==> src/common/tic_defs.vh <==
// Constants for the triple interval counter block: I/O addresses,
// field positions, reset values, counting modes and the clock divider.
// Assumes a 12-bit I/O port address and 8-bit data.
`ifndef TIC_DEFS_VH
`define TIC_DEFS_VH

`define TIC_ADDR_W        12
`define TIC_ADDR_CNT0     12'hC9C
`define TIC_ADDR_CNT1     12'hC9D
`define TIC_ADDR_CNT2     12'hC9E
`define TIC_ADDR_CTRL     12'hC9F
`define TIC_ADDR_IRQCTL   12'hCA3
`define TIC_ADDR_IRQSTAT  12'hCA4
`define TIC_ADDR_CONFIG   12'hCA5

`define TIC_CFG_GATE2     7
`define TIC_CFG_GATE1     6
`define TIC_CFG_GATE0     5
`define TIC_CFG_CASC_N    4
`define TIC_CFG_SRC1      3
`define TIC_CFG_SRC0      2
`define TIC_CFG_RST       6'h00

`define TIC_IRQ_EN        7
`define TIC_IRQCTL_RST    8'h00
`define TIC_IRQCTL_MASK   8'hF7

`define TIC_DIV_LAST      3'h7

`define TIC_SC_READBACK   2'h3
`define TIC_RW_LATCH      2'h0
`define TIC_RW_LSB        2'h1
`define TIC_RW_MSB        2'h2
`define TIC_RW_BOTH       2'h3

`define TIC_MODE_TERM     3'h0
`define TIC_MODE_ONESHOT  3'h1
`define TIC_MODE_RATE     3'h2
`define TIC_MODE_SQUARE   3'h3
`define TIC_MODE_SWSTB    3'h4
`define TIC_MODE_HWSTB    3'h5

`endif

==> src/hdl/tic_edge_sync.v <==
// Two-flop synchroniser with a rising-edge pulse for an external clock.
// Assumes the input may change at any time relative to clk.
`timescale 1ns/1ns
module tic_edge_sync (
	input  wire clk,
	input  wire resetn,
	input  wire din,
	output wire rise
);
	reg s1_ff;
	reg s2_ff;
	reg s3_ff;

	always @(posedge clk or negedge resetn) begin
		if (!resetn) begin
			s1_ff <= 1'b0;
			s2_ff <= 1'b0;
			s3_ff <= 1'b0;
		end else begin
			s1_ff <= din;
			s2_ff <= s1_ff;
			s3_ff <= s2_ff;
		end
	end

	assign rise = s2_ff & ~s3_ff;
endmodule

==> src/hdl/tic_counter.v <==
// One 16-bit interval counter with the usual control-word, count and
// latch programming model, binary counting only.
// Assumes one-cycle write/read strobes and a one-cycle count tick.
`timescale 1ns/1ns
`include "tic_defs.vh"
module tic_counter (
	input  wire       clk,
	input  wire       resetn,
	input  wire       tick,
	input  wire       gate,
	input  wire       ctrl_wr,
	input  wire       data_wr,
	input  wire       data_rd,
	input  wire [7:0] wdata,
	output wire [7:0] rdata,
	output reg        cnt_out
);
	reg [15:0] cnt_ff;
	reg [15:0] reload_ff;
	reg [15:0] latch_ff;
	reg [7:0]  lsb_ff;
	reg [2:0]  mode_ff;
	reg [1:0]  rw_ff;
	reg        bcd_ff;
	reg        wr_msb_ff;
	reg        rd_msb_ff;
	reg        latched_ff;
	reg        stat_pend_ff;
	reg        load_pend_ff;
	reg        have_cnt_ff;
	reg        armed_ff;
	reg        null_ff;
	reg        strobe_ff;
	reg        gate_q_ff;
	reg        trig_ff;

	wire [2:0]  nxt_mode = wdata[2] ? {1'b0, wdata[2:1]} : wdata[3:1];
	wire        wr_done = data_wr & ((rw_ff != `TIC_RW_BOTH) | wr_msb_ff);
	wire [15:0] wr_val = (rw_ff == `TIC_RW_LSB) ? {8'h00, wdata} :
		(rw_ff == `TIC_RW_MSB) ? {wdata, 8'h00} : {wdata, lsb_ff};
	wire        trig_mode = (mode_ff == `TIC_MODE_ONESHOT) |
		(mode_ff == `TIC_MODE_HWSTB);
	wire        per_mode = (mode_ff == `TIC_MODE_RATE) |
		(mode_ff == `TIC_MODE_SQUARE);
	wire [15:0] src = latched_ff ? latch_ff : cnt_ff;
	wire        hi_sel = (rw_ff == `TIC_RW_MSB) |
		((rw_ff == `TIC_RW_BOTH) & rd_msb_ff);

	// The BCD bit is only reported back in the status byte.
	assign rdata = stat_pend_ff ?
		{cnt_out, null_ff, rw_ff, mode_ff, bcd_ff} :
		(hi_sel ? src[15:8] : src[7:0]);

	always @(posedge clk or negedge resetn) begin
		if (!resetn) begin
			cnt_ff       <= 16'h0000;
			reload_ff    <= 16'h0000;
			latch_ff     <= 16'h0000;
			lsb_ff       <= 8'h00;
			mode_ff      <= 3'h0;
			rw_ff        <= 2'h0;
			bcd_ff       <= 1'b0;
			wr_msb_ff    <= 1'b0;
			rd_msb_ff    <= 1'b0;
			latched_ff   <= 1'b0;
			stat_pend_ff <= 1'b0;
			load_pend_ff <= 1'b0;
			have_cnt_ff  <= 1'b0;
			armed_ff     <= 1'b0;
			null_ff      <= 1'b1;
			strobe_ff    <= 1'b0;
			gate_q_ff    <= 1'b0;
			trig_ff      <= 1'b0;
			cnt_out      <= 1'b0;
		end else begin
			gate_q_ff <= gate;
			if (gate & ~gate_q_ff)
				trig_ff <= 1'b1;
			else if (tick)
				trig_ff <= 1'b0;
			if (ctrl_wr) begin
				if (wdata[7:6] == `TIC_SC_READBACK) begin
					if (!wdata[5] && !latched_ff) begin
						latch_ff   <= cnt_ff;
						latched_ff <= 1'b1;
					end
					if (!wdata[4])
						stat_pend_ff <= 1'b1;
				end else if (wdata[5:4] == `TIC_RW_LATCH) begin
					if (!latched_ff) begin
						latch_ff   <= cnt_ff;
						latched_ff <= 1'b1;
					end
				end else begin
					rw_ff        <= wdata[5:4];
					mode_ff      <= nxt_mode;
					bcd_ff       <= wdata[0];
					wr_msb_ff    <= 1'b0;
					rd_msb_ff    <= 1'b0;
					latched_ff   <= 1'b0;
					stat_pend_ff <= 1'b0;
					load_pend_ff <= 1'b0;
					have_cnt_ff  <= 1'b0;
					armed_ff     <= 1'b0;
					strobe_ff    <= 1'b0;
					null_ff      <= 1'b1;
					cnt_out      <= (nxt_mode != `TIC_MODE_TERM);
				end
			end else if (data_wr) begin
				if (rw_ff == `TIC_RW_BOTH)
					wr_msb_ff <= ~wr_msb_ff;
				if (!wr_msb_ff)
					lsb_ff <= wdata;
				if (wr_done) begin
					reload_ff    <= wr_val;
					load_pend_ff <= 1'b1;
					have_cnt_ff  <= 1'b1;
					null_ff      <= 1'b1;
					if (mode_ff == `TIC_MODE_TERM)
						cnt_out <= 1'b0;
				end
			end else if (data_rd) begin
				if (stat_pend_ff)
					stat_pend_ff <= 1'b0;
				else begin
					if (rw_ff == `TIC_RW_BOTH)
						rd_msb_ff <= ~rd_msb_ff;
					if ((rw_ff != `TIC_RW_BOTH) || rd_msb_ff)
						latched_ff <= 1'b0;
				end
			end
			// Counting is pure binary; the BCD bit never alters it.
			if (tick && !ctrl_wr) begin
				if (trig_mode && trig_ff && have_cnt_ff) begin
					cnt_ff       <= reload_ff;
					armed_ff     <= 1'b1;
					null_ff      <= 1'b0;
					load_pend_ff <= 1'b0;
					strobe_ff    <= 1'b0;
					cnt_out      <= (mode_ff != `TIC_MODE_ONESHOT);
				end else if (load_pend_ff && !trig_mode ||
					per_mode && trig_ff && armed_ff) begin
					cnt_ff <= (mode_ff == `TIC_MODE_SQUARE) ?
						{reload_ff[15:1], 1'b0} : reload_ff;
					armed_ff     <= 1'b1;
					null_ff      <= 1'b0;
					load_pend_ff <= 1'b0;
					if (per_mode)
						cnt_out <= 1'b1;
				end else if (per_mode && !gate) begin
					cnt_out <= 1'b1;
				end else if (armed_ff && (gate || trig_mode)) begin
					case (mode_ff)
					`TIC_MODE_TERM, `TIC_MODE_ONESHOT: begin
						cnt_ff <= cnt_ff - 16'h0001;
						if (cnt_ff == 16'h0001)
							cnt_out <= 1'b1;
					end
					`TIC_MODE_RATE: begin
						if (cnt_ff == 16'h0001) begin
							cnt_ff  <= reload_ff;
							cnt_out <= 1'b1;
						end else begin
							cnt_ff <= cnt_ff - 16'h0001;
							if (cnt_ff == 16'h0002)
								cnt_out <= 1'b0;
						end
					end
					`TIC_MODE_SQUARE: begin
						if (cnt_ff == 16'h0002) begin
							cnt_ff  <= {reload_ff[15:1], 1'b0};
							cnt_out <= ~cnt_out;
						end else
							cnt_ff <= cnt_ff - 16'h0002;
					end
					`TIC_MODE_SWSTB, `TIC_MODE_HWSTB: begin
						cnt_ff <= cnt_ff - 16'h0001;
						if (strobe_ff) begin
							cnt_out   <= 1'b1;
							strobe_ff <= 1'b0;
							armed_ff  <= 1'b0;
						end else if (cnt_ff == 16'h0001) begin
							cnt_out   <= 1'b0;
							strobe_ff <= 1'b1;
						end
					end
					default: begin
						cnt_ff <= cnt_ff;
					end
					endcase
				end
			end
		end
	end
endmodule

==> src/hdl/tic_top.v <==
// Triple interval counter block: three counters, clock routing, cascade,
// gate levels, interrupt flags and the I/O-port register file.
// Assumes one-cycle io_wr/io_rd strobes synchronous to clk; read data
// appears on io_rdata one cycle after the strobe.
`timescale 1ns/1ns
`include "tic_defs.vh"
// Summary of operation
// - Each counter gate follows its own config bit, 5, 6 and 7.
// - Config bit 4 low cascades second and third counters into 32 bits.
// - Second counter clock is internal tick, or its external input if bit 3.
// - First counter clock is internal tick, or its external input if bit 2.
// - Three independent 16-bit counters with the standard programming model.
// - Binary counting only; BCD bit stored and read back but ignored.
// - In cascade the second counter is low half, third is high half.
// - In cascade the second counter output clocks the third counter.
// - Internal count tick is the bus clock divided by eight.
// - Each external clock input reaches only its own counter.
// - Third counter counts internal tick except in cascade mode.
// - A rising counter output sets a sticky interrupt status flag.
// - Cascade mode is the reset default.
// - First and second counter outputs drive the two connector output pins.
// - Writing one to a status bit clears it; zero leaves it.
// - Status flags update regardless of the mask bits.
// - Interrupt request needs the flag, its mask and the global enable.
module tic_top (
	input  wire                  clk,
	input  wire                  resetn,
	input  wire [`TIC_ADDR_W-1:0] io_addr,
	input  wire                  io_wr,
	input  wire                  io_rd,
	input  wire [7:0]            io_wdata,
	output reg  [7:0]            io_rdata,
	input  wire                  ext_clk_in_a,
	input  wire                  ext_clk_in_b,
	output wire                  counter_out_a,
	output wire                  counter_out_b,
	output wire                  first_counter_gate,
	output wire                  second_counter_gate,
	output wire                  third_counter_gate,
	output reg                   irq_req
);
	reg  [2:0] div_ff;
	reg        div_tick_ff;
	reg  [7:2] timer_config_reg_ff;
	reg  [7:0] irq_ctl_ff;
	reg  [2:0] irq_flag_ff;
	reg  [2:0] out_q_ff;
	wire [2:0] cnt_out;
	wire [7:0] rd0;
	wire [7:0] rd1;
	wire [7:0] rd2;
	wire       ext_rise_a;
	wire       ext_rise_b;

	wire cascade = ~timer_config_reg_ff[`TIC_CFG_CASC_N];
	wire hit_ctrl = (io_addr == `TIC_ADDR_CTRL);
	wire hit_c0 = (io_addr == `TIC_ADDR_CNT0);
	wire hit_c1 = (io_addr == `TIC_ADDR_CNT1);
	wire hit_c2 = (io_addr == `TIC_ADDR_CNT2);
	wire ctrl_wr = io_wr & hit_ctrl;
	wire rb = (io_wdata[7:6] == `TIC_SC_READBACK);
	wire [2:0] cw_sel;
	wire [2:0] tick;
	wire [2:0] rise = cnt_out & ~out_q_ff;

	assign cw_sel[0] = ctrl_wr & (rb ? io_wdata[1] : io_wdata[7:6] == 2'h0);
	assign cw_sel[1] = ctrl_wr & (rb ? io_wdata[2] : io_wdata[7:6] == 2'h1);
	assign cw_sel[2] = ctrl_wr & (rb ? io_wdata[3] : io_wdata[7:6] == 2'h2);

	// External inputs only ever reach their own counter.
	assign tick[0] = timer_config_reg_ff[`TIC_CFG_SRC0] ?
		ext_rise_a : div_tick_ff;
	assign tick[1] = timer_config_reg_ff[`TIC_CFG_SRC1] ?
		ext_rise_b : div_tick_ff;
	// The low half's rising output carries into the high half.
	assign tick[2] = cascade ? rise[1] : div_tick_ff;

	assign first_counter_gate  = timer_config_reg_ff[`TIC_CFG_GATE0];
	assign second_counter_gate = timer_config_reg_ff[`TIC_CFG_GATE1];
	assign third_counter_gate  = timer_config_reg_ff[`TIC_CFG_GATE2];
	assign counter_out_a = cnt_out[0];
	assign counter_out_b = cnt_out[1];

	tic_edge_sync u_sync_a (
		.clk    (clk),
		.resetn (resetn),
		.din    (ext_clk_in_a),
		.rise   (ext_rise_a)
	);

	tic_edge_sync u_sync_b (
		.clk    (clk),
		.resetn (resetn),
		.din    (ext_clk_in_b),
		.rise   (ext_rise_b)
	);

	tic_counter u_cnt0 (
		.clk     (clk),
		.resetn  (resetn),
		.tick    (tick[0]),
		.gate    (first_counter_gate),
		.ctrl_wr (cw_sel[0]),
		.data_wr (io_wr & hit_c0),
		.data_rd (io_rd & hit_c0),
		.wdata   (io_wdata),
		.rdata   (rd0),
		.cnt_out (cnt_out[0])
	);

	tic_counter u_cnt1 (
		.clk     (clk),
		.resetn  (resetn),
		.tick    (tick[1]),
		.gate    (second_counter_gate),
		.ctrl_wr (cw_sel[1]),
		.data_wr (io_wr & hit_c1),
		.data_rd (io_rd & hit_c1),
		.wdata   (io_wdata),
		.rdata   (rd1),
		.cnt_out (cnt_out[1])
	);

	tic_counter u_cnt2 (
		.clk     (clk),
		.resetn  (resetn),
		.tick    (tick[2]),
		.gate    (third_counter_gate),
		.ctrl_wr (cw_sel[2]),
		.data_wr (io_wr & hit_c2),
		.data_rd (io_rd & hit_c2),
		.wdata   (io_wdata),
		.rdata   (rd2),
		.cnt_out (cnt_out[2])
	);

	always @(posedge clk or negedge resetn) begin
		if (!resetn) begin
			div_ff      <= 3'h0;
			div_tick_ff <= 1'b0;
		end else begin
			div_ff      <= div_ff + 3'h1;
			div_tick_ff <= (div_ff == `TIC_DIV_LAST);
		end
	end

	always @(posedge clk or negedge resetn) begin
		if (!resetn) begin
			timer_config_reg_ff <= `TIC_CFG_RST;
			irq_ctl_ff          <= `TIC_IRQCTL_RST;
		end else if (io_wr) begin
			// Bits 1 and 0 are not stored and read back as zero.
			if (io_addr == `TIC_ADDR_CONFIG)
				timer_config_reg_ff <= io_wdata[7:2];
			if (io_addr == `TIC_ADDR_IRQCTL)
				irq_ctl_ff <= io_wdata & `TIC_IRQCTL_MASK;
		end
	end

	// A new edge in the same cycle as a clear keeps the flag set.
	always @(posedge clk or negedge resetn) begin
		if (!resetn) begin
			out_q_ff    <= 3'h0;
			irq_flag_ff <= 3'h0;
			irq_req     <= 1'b0;
		end else begin
			out_q_ff    <= cnt_out;
			irq_flag_ff <= rise | (irq_flag_ff &
				~({3{io_wr & (io_addr == `TIC_ADDR_IRQSTAT)}} &
				io_wdata[2:0]));
			irq_req <= irq_ctl_ff[`TIC_IRQ_EN] &
				(|(irq_flag_ff & irq_ctl_ff[2:0]));
		end
	end

	always @(posedge clk or negedge resetn) begin
		if (!resetn) begin
			io_rdata <= 8'h00;
		end else if (io_rd) begin
			case (io_addr)
			`TIC_ADDR_CNT0:    io_rdata <= rd0;
			`TIC_ADDR_CNT1:    io_rdata <= rd1;
			`TIC_ADDR_CNT2:    io_rdata <= rd2;
			`TIC_ADDR_IRQCTL:  io_rdata <= irq_ctl_ff;
			`TIC_ADDR_IRQSTAT: io_rdata <= {5'h00, irq_flag_ff};
			`TIC_ADDR_CONFIG:  io_rdata <= {timer_config_reg_ff, 2'h0};
			default:           io_rdata <= 8'h00;
			endcase
		end
	end
endmodule

==> config.mk <==
export PLATFORM = sky130hd
export DESIGN_NAME = tic_top
export DESIGN_NICKNAME = d
export VERILOG_FILES = /design/src/hdl/tic_edge_sync.v /design/src/hdl/tic_counter.v /design/src/hdl/tic_top.v
export VERILOG_INCLUDE_DIRS = /design/src /design/src/common
export SDC_FILE = /design/constraint.sdc
export NUM_CORES = 1
export LEC_CHECK = 0
export BUFFER_PORTS_ARGS = -buffer_cell sky130_fd_sc_hd__buf_2
export CAP_MARGIN = 20
export CORE_AREA = 2 2 161 226
export DETAILED_ROUTE_END_ITERATION = 7
export DIE_AREA = 0 0 163 228
export PLACE_DENSITY_LB_ADDON = 0.15
export SYNTH_ARGS = -nofsm -noshare
export SYNTH_HDL_FRONTEND = slang
export SYNTH_SLANG_ARGS = --single-unit
==> constraint.sdc <==
create_clock -name clk -period 4.7 [get_ports clk]
set_input_delay 1.175 -clock clk [delete_from_list [all_inputs] [get_ports clk]]
set_output_delay 1.175 -clock clk [all_outputs]
set_load 0.02 [all_outputs]
==> results of run 1 <==
[power breakdown]
group | internal (W) | switching (W)
registers | 0.00226 | 0.0000289
logic | 0.0000657 | 0.000156
clock network | 0.00126 | 0.000941
total | 0.00359 | 0.00113
[registers in the layout (all words and copies together), names as in the netlist, 6 cells and up]
name,cells
u_cnt2.reload_ff,16
io_rdata,8
u_cnt1.cnt_ff,16
u_cnt1.reload_ff,16
u_cnt2.latch_ff,16
u_cnt0.latch_ff,16
u_cnt0.lsb_ff,8
timer_config_reg_ff,6
u_cnt2.lsb_ff,8
u_cnt0.reload_ff,16
u_cnt2.cnt_ff,16
u_cnt1.lsb_ff,8
irq_ctl_ff,7
u_cnt1.latch_ff,16
u_cnt0.cnt_ff,16
[routing by layer]
layer | up-vias | track usage, % | routed length (microns)
li1 | 5484 | - | -
met1 | 5876 | 29.25 | 17780
met2 | 313 | 43.75 | 23660
met3 | 107 | 2.327 | 1568
met4 | 0 | 11.01 | 1938
met5 | - | 0 | 0
[worst register-to-register path, cell delays in order, from the launching register on]
cell	delay [ps]
dfrtp_1	480
inv_1	300
ha_1	330
nor4b_1	260
nand4_1	210
o211ai_2	450
and2_1	640
a21oi_1	90
o31ai_1	250
o21ai_0	130
[cells by family (layout without fill, tap and decap cells)]
kind of cell / after synthesis / in the layout / synth area share (%)
AO/OA/AOI/OAI: 411 / 411 / 17.73
XOR/XNOR: 3 / 3 / 0.1842
adder cells (fa/ha/maj): 17 / 17 / 1.491
buffers and inverters: 125 / 165 / 3.438
flip-flops: 260 / 260 / 45.63
multiplexers: 174 / 174 / 15.19
AND/OR/NAND/NOR: 488 / 488 / 16.33
[through the flow]
| stage | instances | total power [W] | utilization (%) | worst slack, ps | hold WS [ps] |
|---|---|---|---|---|---|
| after floorplan | 1478 | 0.002422 | - | 980.7 | 331.2 |
| after global placement | 1930 | 0.002552 | 42.35 | 770.1 | 332.8 |
| after detailed placement | 1930 | 0.002555 | 42.35 | 696.7 | 337.3 |
| after CTS | 1980 | 0.004770 | 44.88 | 1291 | 351.8 |
| after global routing | 1980 | 0.004879 | 44.88 | 1091 | 364.3 |
| final | 1980 | 0.004715 | 44.88 | 1255 | 349.9 |
[cells in the final DEF (no fill, tap or decap), drive strengths merged, types with 4 or more instances in the layout]
master,Yosys,routed
nand3,43,43
dfrtp,257,257
mux2,90,90
nor3,20,20
o211ai,16,16
nand2,186,186
or4,7,7
a22o,8,8
nor4,22,22
nand2b,13,13
inv,37,38
mux4,24,24
clkinv,3,9
o21a,4,4
a221oi,6,6
a32oi,7,7
a22oi,11,11
or3,9,9
and2,12,12
o31ai,7,7
a21oi,108,108
nand4b,4,4
o311ai,8,8
o22a,4,4
ha,17,17
nor2b,7,7
mux2i,60,60
buf,20,75
nor3b,9,9
clkbuf,65,39
nor2,115,115
o21ai,142,142
o41ai,4,4
a31oi,19,19
nand4,11,11
a211oi,11,11
o22ai,19,19
or2,8,8
nor4b,5,5
and3,6,6
[worst max-delay path by stage]
stage | start | to | slack, ps | depth (start not counted)
after global routing | io_wdata[6] | u_cnt2.cnt_ff[9]$_DFFE_PN0P_ | 1090 | 8
after global placement | io_addr[6] | u_cnt1.cnt_out$_DFF_PN0_ | 770 | 8
after CTS | io_addr[6] | u_cnt1.cnt_out$_DFF_PN0_ | 1290 | 8
final | io_addr[6] | u_cnt1.cnt_out$_DFF_PN0_ | 1250 | 8
after detailed placement | io_addr[6] | u_cnt1.cnt_out$_DFF_PN0_ | 700 | 8
after floorplan | io_addr[6] | u_cnt1.cnt_out$_DFF_PN0_ | 980 | 9
[cell type report]
type | count | area (sq um)
Inverter | 40 | 150.1
Clock inverter | 11 | 113.9
Sequential cell | 260 | 6510
Multi-Input combinational cell | 1093 | 7266
Clock buffer | 39 | 780.7
Timing Repair Buffer | 75 | 488.0
Tap cell | 462 | 578.1
Fill cell | 3461 | 19510
==> flow_summary_export.csv, run 1 <==
group,metric,value,unit
clock_tree,cts_resized,0,
route,drcViolationCount,0,
clock_tree,h-tree-depth,1,
sta,setup_tns,0,ps
hold_path,min_from,"u_sync_b.s1_ff$_DFF_PN0_",
route,dr.pass1.iters,8,
placement,post-dp-hpwl,32730,microns
finish,final_nets,1540,
clock_tree,cts.hold.buffers_added,0,
clock_tree,insertion_delay,560,ps
yosys,synth_area_leaders,"dfrtp_1 45%, mux2_2 7.1%, nand2_1 4.9%",
yosys,ys.warnings.count,0,
route,vias,11780,
finish,drive_above_1_share,16.86,%
yosys,syn-cell-area,0.01427,sq mm
yosys,synth_top_area_cell,"dfrtp_1",
global_route,grt_pass1_wl,70590,microns
critical_path,cp_slowest_cell,"or4b_1",
placement,placed_cell_area,0.01499,sq mm
global_route,grt_pass1_vias,11890,
yosys,yosysSeqAreaShare,45.63,%
critical_path,worstPathArrival,3920,ps
critical_path,worst-r2r-cell-count,9,
critical_path,crit_path_start_kind,"input pin",
yosys,yosysMostFrequentCell,"dfrtp_1",
sta,tightest_slew,1077,ps
die,rows,82,
die,die_w,163,microns
critical_path,r2r-end,"u_cnt0.cnt_ff[13]$_DFFE_PN0P_",
sta,max-slew-margin-rel,27.57,%
yosys,ys.flop_type,"dfrtp_1",
yosys,ys_top_cells_by_count,"257 x dfrtp_1, 186 x nand2_1, 136 x o21ai_0",
yosys,avgSynthCellArea,9.652,sq um
yosys,async_flop_share,100.0,%
sta,hold_viol,0,
hold_path,hold_end,"u_sync_b.s2_ff$_DFF_PN0_",
route,drt_iter0_markers,928,
sta,setup_violations,0,
hold_path,worstHoldPathCells,0,
route,vias_per_cell,5.949,
critical_path,cp_max_fo,8,
route,wirelength,44950,microns
sta,max_freq,290.3,MHz
sta,drv_slew,0,
sta,fin_skew,15.60,ps
clock_tree,clock-sinks,260,
clock_tree,ctsLongestPathBuffers,3,
critical_path,rr_startpoint,"u_cnt0.cnt_ff[1]$_DFFE_PN0P_",
clock_tree,root_buffer,"clkbuf_16",
die,coreArea,0.03540,sq mm
critical_path,ff2ff_setup_slack,1450,ps
yosys,synthDistinctLibCells,84,
pwr,p_per_area,296.8,mW/mm^2
critical_path,crit_required,5180,ps
run,drv_cap,0,
outcome,status,"complete, no violations",
die,start_util,40.30,%
critical_path,crit_chain,"buf_2, or4b_1, or4_4, or4_1, mux2i_4, o21ai_0, o211ai_2, a31oi_1",
route,ant_nets,0,
hold_path,hp-class,"flop to flop",
clock_tree,cts_tree,"yes",
pwr,vdd_drop_max,0.0002680,V
clock_tree,clk_pin_slew,60,ps
critical_path,path_class,"input pin to flop",
yosys,synth_top_area_share,45.08,%
die,die-area,0.03716,sq mm
critical_path,cp_top_family,"simple AND/OR/NAND/NOR gates",
die,die_h,228,microns
yosys,syn_inst,1478,
sta,period_minus_slack,3445,ps
sta,rsz0062_at_grt,"no",
sta,timing.final.crit_share,73.30,%
critical_path,slowest_delay,690,ps
global_route,overflow,0,
clock_tree,post-cts-setup-buffer-count,0,
global_route,grt_max_degree,92,
critical_path,path_buf_inv,1,
finish,stdcell_area,0.01589,sq mm
clock_tree,cts_made_buffers,27,
yosys,synth_edf_count,0,
placement,io_buffers,39,
die,io_pins,40,
finish,syn2layout_area_growth,11.36,%
global_route,grt_usage,24.37,%
critical_path,critPathCaptureType,"flop",
finish,n_antenna_cell,0,
placement,place.gp.congestion,0.9138,
yosys,ys_ff_latch,260,
yosys,synth_fp_nets,1521,
pwr,leakagePower,6.847,nW
route,wire_per_inst,22.70,microns
global_route,antenna_found_initial,0,
Power figures use the tool's default switching activity.
==> inputs of run 2 (changes only) <==
ABC_AREA = 1   (was default)
CORE_AREA = 2 2 170 239   (was 2 2 161 226)
DIE_AREA = 0 0 172 241   (was 0 0 163 228)
clock period = 2.9 ns   (was 4.7 ns; I/O delays follow)
==> flow_summary_export.csv, run 2 <==
group,metric,value,unit
pwr,leakagePower,9.082,nW
finish,drive_above_1_share,10.27,%
critical_path,critPathCaptureType,"flop",
finish,final_nets,2366,
finish,n_antenna_cell,0,
die,die_h,241,microns
sta,hold_viol,0,
yosys,yosysSeqAreaShare,40.92,%
placement,place_ws,92.38,ps
yosys,synth_edf_count,0,
critical_path,path_buf_inv,1,
clock_tree,clock-sinks,260,
sta,setup_violations,0,
die,coreArea,0.03917,sq mm
critical_path,worst-r2r-cell-count,10,
die,rows,86,
die,die-area,0.04145,sq mm
critical_path,crit_required,3370,ps
yosys,avgSynthCellArea,7.015,sq um
critical_path,crit_top_cell,"nor2_1",
placement,io_buffers,39,
pwr,vdd_drop_max,0.0003958,V
route,drcViolationCount,0,
outcome,status,"complete, no violations",
critical_path,cp_max_fo,9,
global_route,grt_pass1_wl,82850,microns
run,drv_cap,0,
clock_tree,cts_made_buffers,30,
yosys,synth_top_family_by_area,"simple AND/OR/NAND/NOR gates",
sta,tightest_slew,866.8,ps
critical_path,cp_slowest_cell,"dfrtp_1",
route,ant_nets,0,
yosys,yosys.area_share.simple,29.10,%
critical_path,path_class,"flop to flop",
die,die_w,172,microns
sta,rsz0062_at_grt,"no",
sta,setup_tns,0,ps
critical_path,cp_top_family,"simple AND/OR/NAND/NOR gates",
clock_tree,clk_pin_slew,60,ps
yosys,ys_ff_latch,260,
clock_tree,insertion_delay,580,ps
critical_path,r2r-end,"u_cnt2.cnt_ff[6]$_DFFE_PN0P_",
yosys,synth_top_area_share,40.42,%
sta,period_minus_slack,2508,ps
yosys,ys.warnings.count,0,
critical_path,crit_path_start_kind,"flop",
route,vias,15080,
yosys,yosysMostFrequentCell,"nand2_1",
clock_tree,ctsLongestPathBuffers,3,
global_route,grt_max_degree,62,
yosys,synth-xor-area-share,2.697,%
sta,max-slew-margin-rel,42.22,%
die,start_util,40.62,%
sta,fin_ws,392.2,ps
route,wire_per_inst,18.22,microns
sta,drv_slew,0,
global_route,antenna_found_initial,0,
critical_path,worstPathArrival,2980,ps
clock_tree,h-tree-depth,1,
yosys,synth_top_area_cell,"dfrtp_1",
clock_tree,cts.hold.buffers_added,0,
yosys,ys_top_cells_by_count,"663 x nand2_1, 307 x o21ai_0, 257 x dfrtp_1",
critical_path,worstSetupPathDepth,10,
finish,final_cell_mix,"663 x nand2_1, 307 x o21ai_0, 257 x dfrtp_1",
yosys,synth_compound_area_share,16.44,%
yosys,synth_fp_nets,2311,
critical_path,rr_startpoint,"u_cnt2.cnt_ff[8]$_DFFE_PN0P_",
yosys,syn-cell-area,0.01591,sq mm
hold_path,hp-class,"input pin to asynchronous set/reset pin",
yosys,muxShareOfSynthArea,1.062,%
yosys,synthDistinctLibCells,54,
critical_path,slowest_delay,460,ps
clock_tree,post-cts-setup-buffer-count,0,
route,drt_iter0_markers,1165,
clock_tree,root_buffer,"clkbuf_16",
yosys,synth_adder_area_share,1.337,%
critical_path,ff2ff_setup_slack,390,ps
route,dr.pass1.iters,7,
sta,max_freq,398.8,MHz
clock_tree,cts_tree,"yes",
global_route,grt_usage,25.77,%
sta,fin_skew,22.29,ps
global_route,grt_pass1_vias,14800,
sta,timing.final.crit_share,86.48,%
placement,post-dp-hpwl,40110,microns
finish,syn2layout_area_growth,13.22,%
yosys,synth_area_leaders,"dfrtp_1 40%, nand2_1 16%, o21ai_0 9.7%",
placement,place.gp.congestion,0.9032,
global_route,overflow,0,
yosys,syn_inst,2268,
yosys,async_flop_share,100.0,%
yosys,ys.flop_type,"dfrtp_1",
clock_tree,cts_resized,0,
critical_path,crit_chain,"inv_1, nand4_1, nor3_4, nand3_1, nand2_1, nor2_1, nand2_1, nand3_1, nor2_1, nor2_1",
finish,layout_commonest_cell,"nand2_1",
pwr,p_per_area,460.0,mW/mm^2
route,vias_per_cell,5.243,
die,io_pins,40,
route,wirelength,52370,microns
finish,nFillCells,4182,
-- run 2: changes by cell type after synthesis, moves of 18 or more --
cell,before,now
nand2_1,186,663
inv_1,37,238
o21ai_0,136,307
nor2_1,115,218
nand3_1,43,126
mux2_2,90,15
mux2i_1,59,0
xor2_1,1,46
a21oi_1,108,82
mux4_2,24,0
inv_2,0,18
-- run 2: worst max path at each step --
stage                                       start                         endpoint  slack (ps)
finish               u_cnt2.cnt_ff[8]$_DFFE_PN0P_     u_cnt2.cnt_ff[6]$_DFFE_PN0P_         390
global route        u_cnt2.latched_ff$_DFFE_PN0P_          io_rdata[1]$_DFFE_PN0P_         240
CTS                  u_cnt2.cnt_ff[9]$_DFFE_PN0P_     u_cnt2.cnt_ff[6]$_DFFE_PN0P_         430
detailed placement                     io_addr[2]  u_cnt2.reload_ff[6]$_DFFE_PN0P_          90
global placement                       io_addr[2]  u_cnt2.reload_ff[6]$_DFFE_PN0P_          80
floorplan                              io_addr[2]  u_cnt2.reload_ff[5]$_DFFE_PN0P_         710
-- run 2: per-stage QoR --
step	utilization [%]	instances	hold slack, ps	instance area (sq um)	power [W]
after floorplan	-	2268	331.2	15910	0.003969
after global placement	43.28	2819	340.2	16950	0.004227
after detailed placement	43.28	2819	339.3	16950	0.004232
after CTS	45.99	2875	71.47	18010	0.008395
after global routing	45.99	2875	92.91	18010	0.008585
final	45.99	2875	82.42	18010	0.008285
-- run 2: area by class of cell --
| type | count | area (sq um) | share of cell area, % |
|---|---|---|---|
| clock buffers | 42 | 837.1 | 4.647 |
| multi-input cells | 1669 | 8055 | 44.72 |
| clock inverters | 14 | 224.0 | 1.243 |
| repair buffers | 101 | 745.7 | 4.140 |
| inverters | 261 | 980.9 | 5.446 |
| well taps | 528 | 660.6 | 3.667 |
| flip-flops and latches | 260 | 6510 | 36.14 |
-- run 2: worst reg2reg max path, cell delays in order, from the launching register on --
cell and delay [ps]:
dfrtp_1 460, inv_1 250, nand4_1 280, nor3_4 300, nand3_1 190, nand2_1 320, nor2_1 230, nand2_1 100
nand3_1 120, nor2_1 120, nor2_1 40
-- run 2: where the power goes --
| part | internal [W] | switching, W |
|---|---|---|
| Sequential | 0.00365 | 0.0000250 |
| Clock | 0.00254 | 0.00158 |
| Combinational | 0.000131 | 0.000353 |
-- run 2: cell families (layout without fill, tap and decap cells) --
group / after synthesis / after routing
AND/OR/NAND/NOR: 1105 / 1105
flip-flops: 260 / 260
multiplexers: 15 / 15
adder cells (fa/ha/maj): 17 / 17
AO/OA/AOI/OAI: 483 / 483
buffers and inverters: 339 / 418
XOR/XNOR: 49 / 49
-- run 2: layer usage --
| layer | vias to the layer above | track usage [%] | share of wire (%) |
|---|---|---|---|
| li1 | 7482 | - | - |
| met1 | 7072 | 31.55 | 41 |
| met2 | 377 | 44.23 | 49 |
| met3 | 144 | 2.657 | 4.5 |
| met4 | 0 | 14.39 | 6.0 |
| met5 | - | 0 | 0 |
==> inputs of run 3 (changes only) <==
CORE_AREA = 2 2 162 228   (was 2 2 170 239)
DIE_AREA = 0 0 164 230   (was 0 0 172 241)
==> flow_summary_export.csv, run 3 (synthesized netlist as in run 2, its figures left out) <==
group,metric,value,unit
finish,n_antenna_cell,0,
route,dr.pass1.iters,5,
sta,drv_slew,0,
run,drv_cap,0,
critical_path,critPathCaptureType,"flop",
placement,place.gp.congestion,0.9943,
placement,place_ws,98.76,ps
sta,tightest_slew,790.7,ps
clock_tree,h-tree-depth,1,
clock_tree,cts_resized,0,
route,wire_per_inst,18.41,microns
outcome,status,"complete, no violations",
clock_tree,clk_pin_slew,70,ps
finish,drive_above_1_share,10.53,%
die,die_w,164,microns
critical_path,rr_startpoint,"u_cnt2.cnt_ff[9]$_DFFE_PN0P_",
pwr,vdd_drop_max,0.0004775,V
critical_path,worstPathArrival,3090,ps
finish,syn2layout_area_growth,12.30,%
sta,setup_violations,0,
finish,final_cells,2807,
placement,io_buffers,39,
sta,hold_viol,0,
route,drt_iter0_markers,1261,
critical_path,cp-endpoint,"u_cnt2.cnt_ff[5]$_DFFE_PN0P_",
clock_tree,root_buffer,"clkbuf_16",
sta,timing.final.crit_share,89.09,%
clock_tree,ctsLongestPathBuffers,3,
route,drcViolationCount,0,
die,start_util,44.69,%
critical_path,r2r-end,"u_cnt2.cnt_ff[5]$_DFFE_PN0P_",
sta,max_freq,387.1,MHz
global_route,grt_usage,27.61,%
critical_path,cp_max_fo,10,
sta,period_minus_slack,2583,ps
clock_tree,clock-sinks,260,
sta,rsz0062_at_grt,"no",
hold_path,hp-class,"input pin to asynchronous set/reset pin",
placement,post-dp-hpwl,39470,microns
die,die-area,0.03772,sq mm
finish,nFillCells,3560,
route,ant_nets,0,
die,coreArea,0.03560,sq mm
global_route,grt_pass1_wl,81030,microns
pwr,p_per_area,455.0,mW/mm^2
placement,dp_cells,2755,
pwr,leakagePower,9.043,nW
route,vias_per_cell,5.430,
global_route,grt_max_degree,67,
clock_tree,cts_tree,"yes",
sta,setup_tns,0,ps
die,io_pins,40,
finish,stdcell_area,0.01787,sq mm
placement,placed_cell_area,0.01686,sq mm
clock_tree,cts.hold.buffers_added,0,
critical_path,path_class,"flop to flop",
finish,final_nets,2366,
critical_path,crit_start,"u_cnt2.cnt_ff[9]$_DFFE_PN0P_",
sta,max-slew-margin-rel,47.16,%
die,die_h,230,microns
finish,final_cell_mix,"663 x nand2_1, 307 x o21ai_0, 257 x dfrtp_1",
global_route,overflow,0,
die,rows,82,
critical_path,crit_required,3410,ps
clock_tree,post-cts-setup-buffer-count,0,
global_route,antenna_found_initial,2,
sta,fin_ws,316.5,ps
clock_tree,cts_made_buffers,28,
pwr,power.total,0.008129,W
critical_path,ff2ff_setup_slack,320,ps
clock_tree,insertion_delay,570,ps
route,wirelength,51690,microns
sta,fin_skew,14.14,ps
critical_path,worst-r2r-cell-count,13,
finish,layout_commonest_cell,"nand2_1",
route,vias,15240,
global_route,grt_pass1_vias,14400,
critical_path,crit_path_start_kind,"flop",
-- run 3: cell count changes in the layout (fill, tap and decap cells not counted), sizes merged --
cell / previous run / this run
clkbuf: 42 / 32
clkinv: 13 / 16
buf: 101 / 103
bufinv: 6 / 5
clkinvlp: 0 / 4
-- run 3: metrics by stage --
step / util (%) / hold slack, ps
after floorplan: - / 331.2
after global placement: 47.36 / 336.0
after detailed placement: 47.36 / 341.8
after CTS: 50.19 / 140.2
after global routing: 50.19 / 117.1
final: 50.19 / 84.79
-- run 3: worst max-delay path: stages, from the launching register on --
cell      delay, ps
dfrtp_1         540
nor2_4          230
nand4_1         280
nor3_4          340
nand2_1         160
nand2_1          90
nand2_1         100
nand2_1         130
nand2_2         140
clkinv_2        150
nand2_1          80
nand2_1         130
nand2_1          80
nand2_1          60
-- run 3: final cells by class --
| cell class | instances | area (sq um) | share of cell area (%) |
|---|---|---|---|
| Timing Repair Buffer | 103 | 735.7 | 4.118 |
| Clock inverter | 20 | 250.2 | 1.401 |
| Clock buffer | 32 | 757.0 | 4.237 |
| Inverter | 261 | 980.9 | 5.490 |
| Tap cell | 462 | 578.1 | 3.235 |
| Multi-Input combinational cell | 1669 | 8055 | 45.08 |
| Sequential cell | 260 | 6510 | 36.44 |
-- run 3: layer usage --
metal | share of wire [%] | vias to the layer above | track usage (%)
li1 | - | 7475 | -
met1 | 41 | 7183 | 34.46
met2 | 49 | 461 | 47.41
met3 | 4.6 | 121 | 2.670
met4 | 5.4 | 2 | 13.65
met5 | 0.029 | - | 0
-- run 3: how the worst min path moves through the flow --
stage	to	slack [ps]	cells after the start
after floorplan	u_sync_a.s2_ff$_DFF_PN0_	330	0
after global placement	u_sync_a.s2_ff$_DFF_PN0_	340	0
after detailed placement	u_sync_b.s2_ff$_DFF_PN0_	340	0
after global routing	u_cnt0.cnt_ff[7]$_DFFE_PN0P_	120	1
after CTS	u_cnt0.cnt_ff[7]$_DFFE_PN0P_	140	1
final	u_cnt0.cnt_ff[7]$_DFFE_PN0P_	80	1
-- run 3: where the power goes --
group	internal, W	leakage [nW]	switching [W]	total, W
Combinational	0.000129	5.18	0.000351	0.000480
Clock	0.00233	0.488	0.00164	0.00397
Sequential	0.00365	3.38	0.0000246	0.00368
Total	0.00611	9.04	0.00202	0.00813
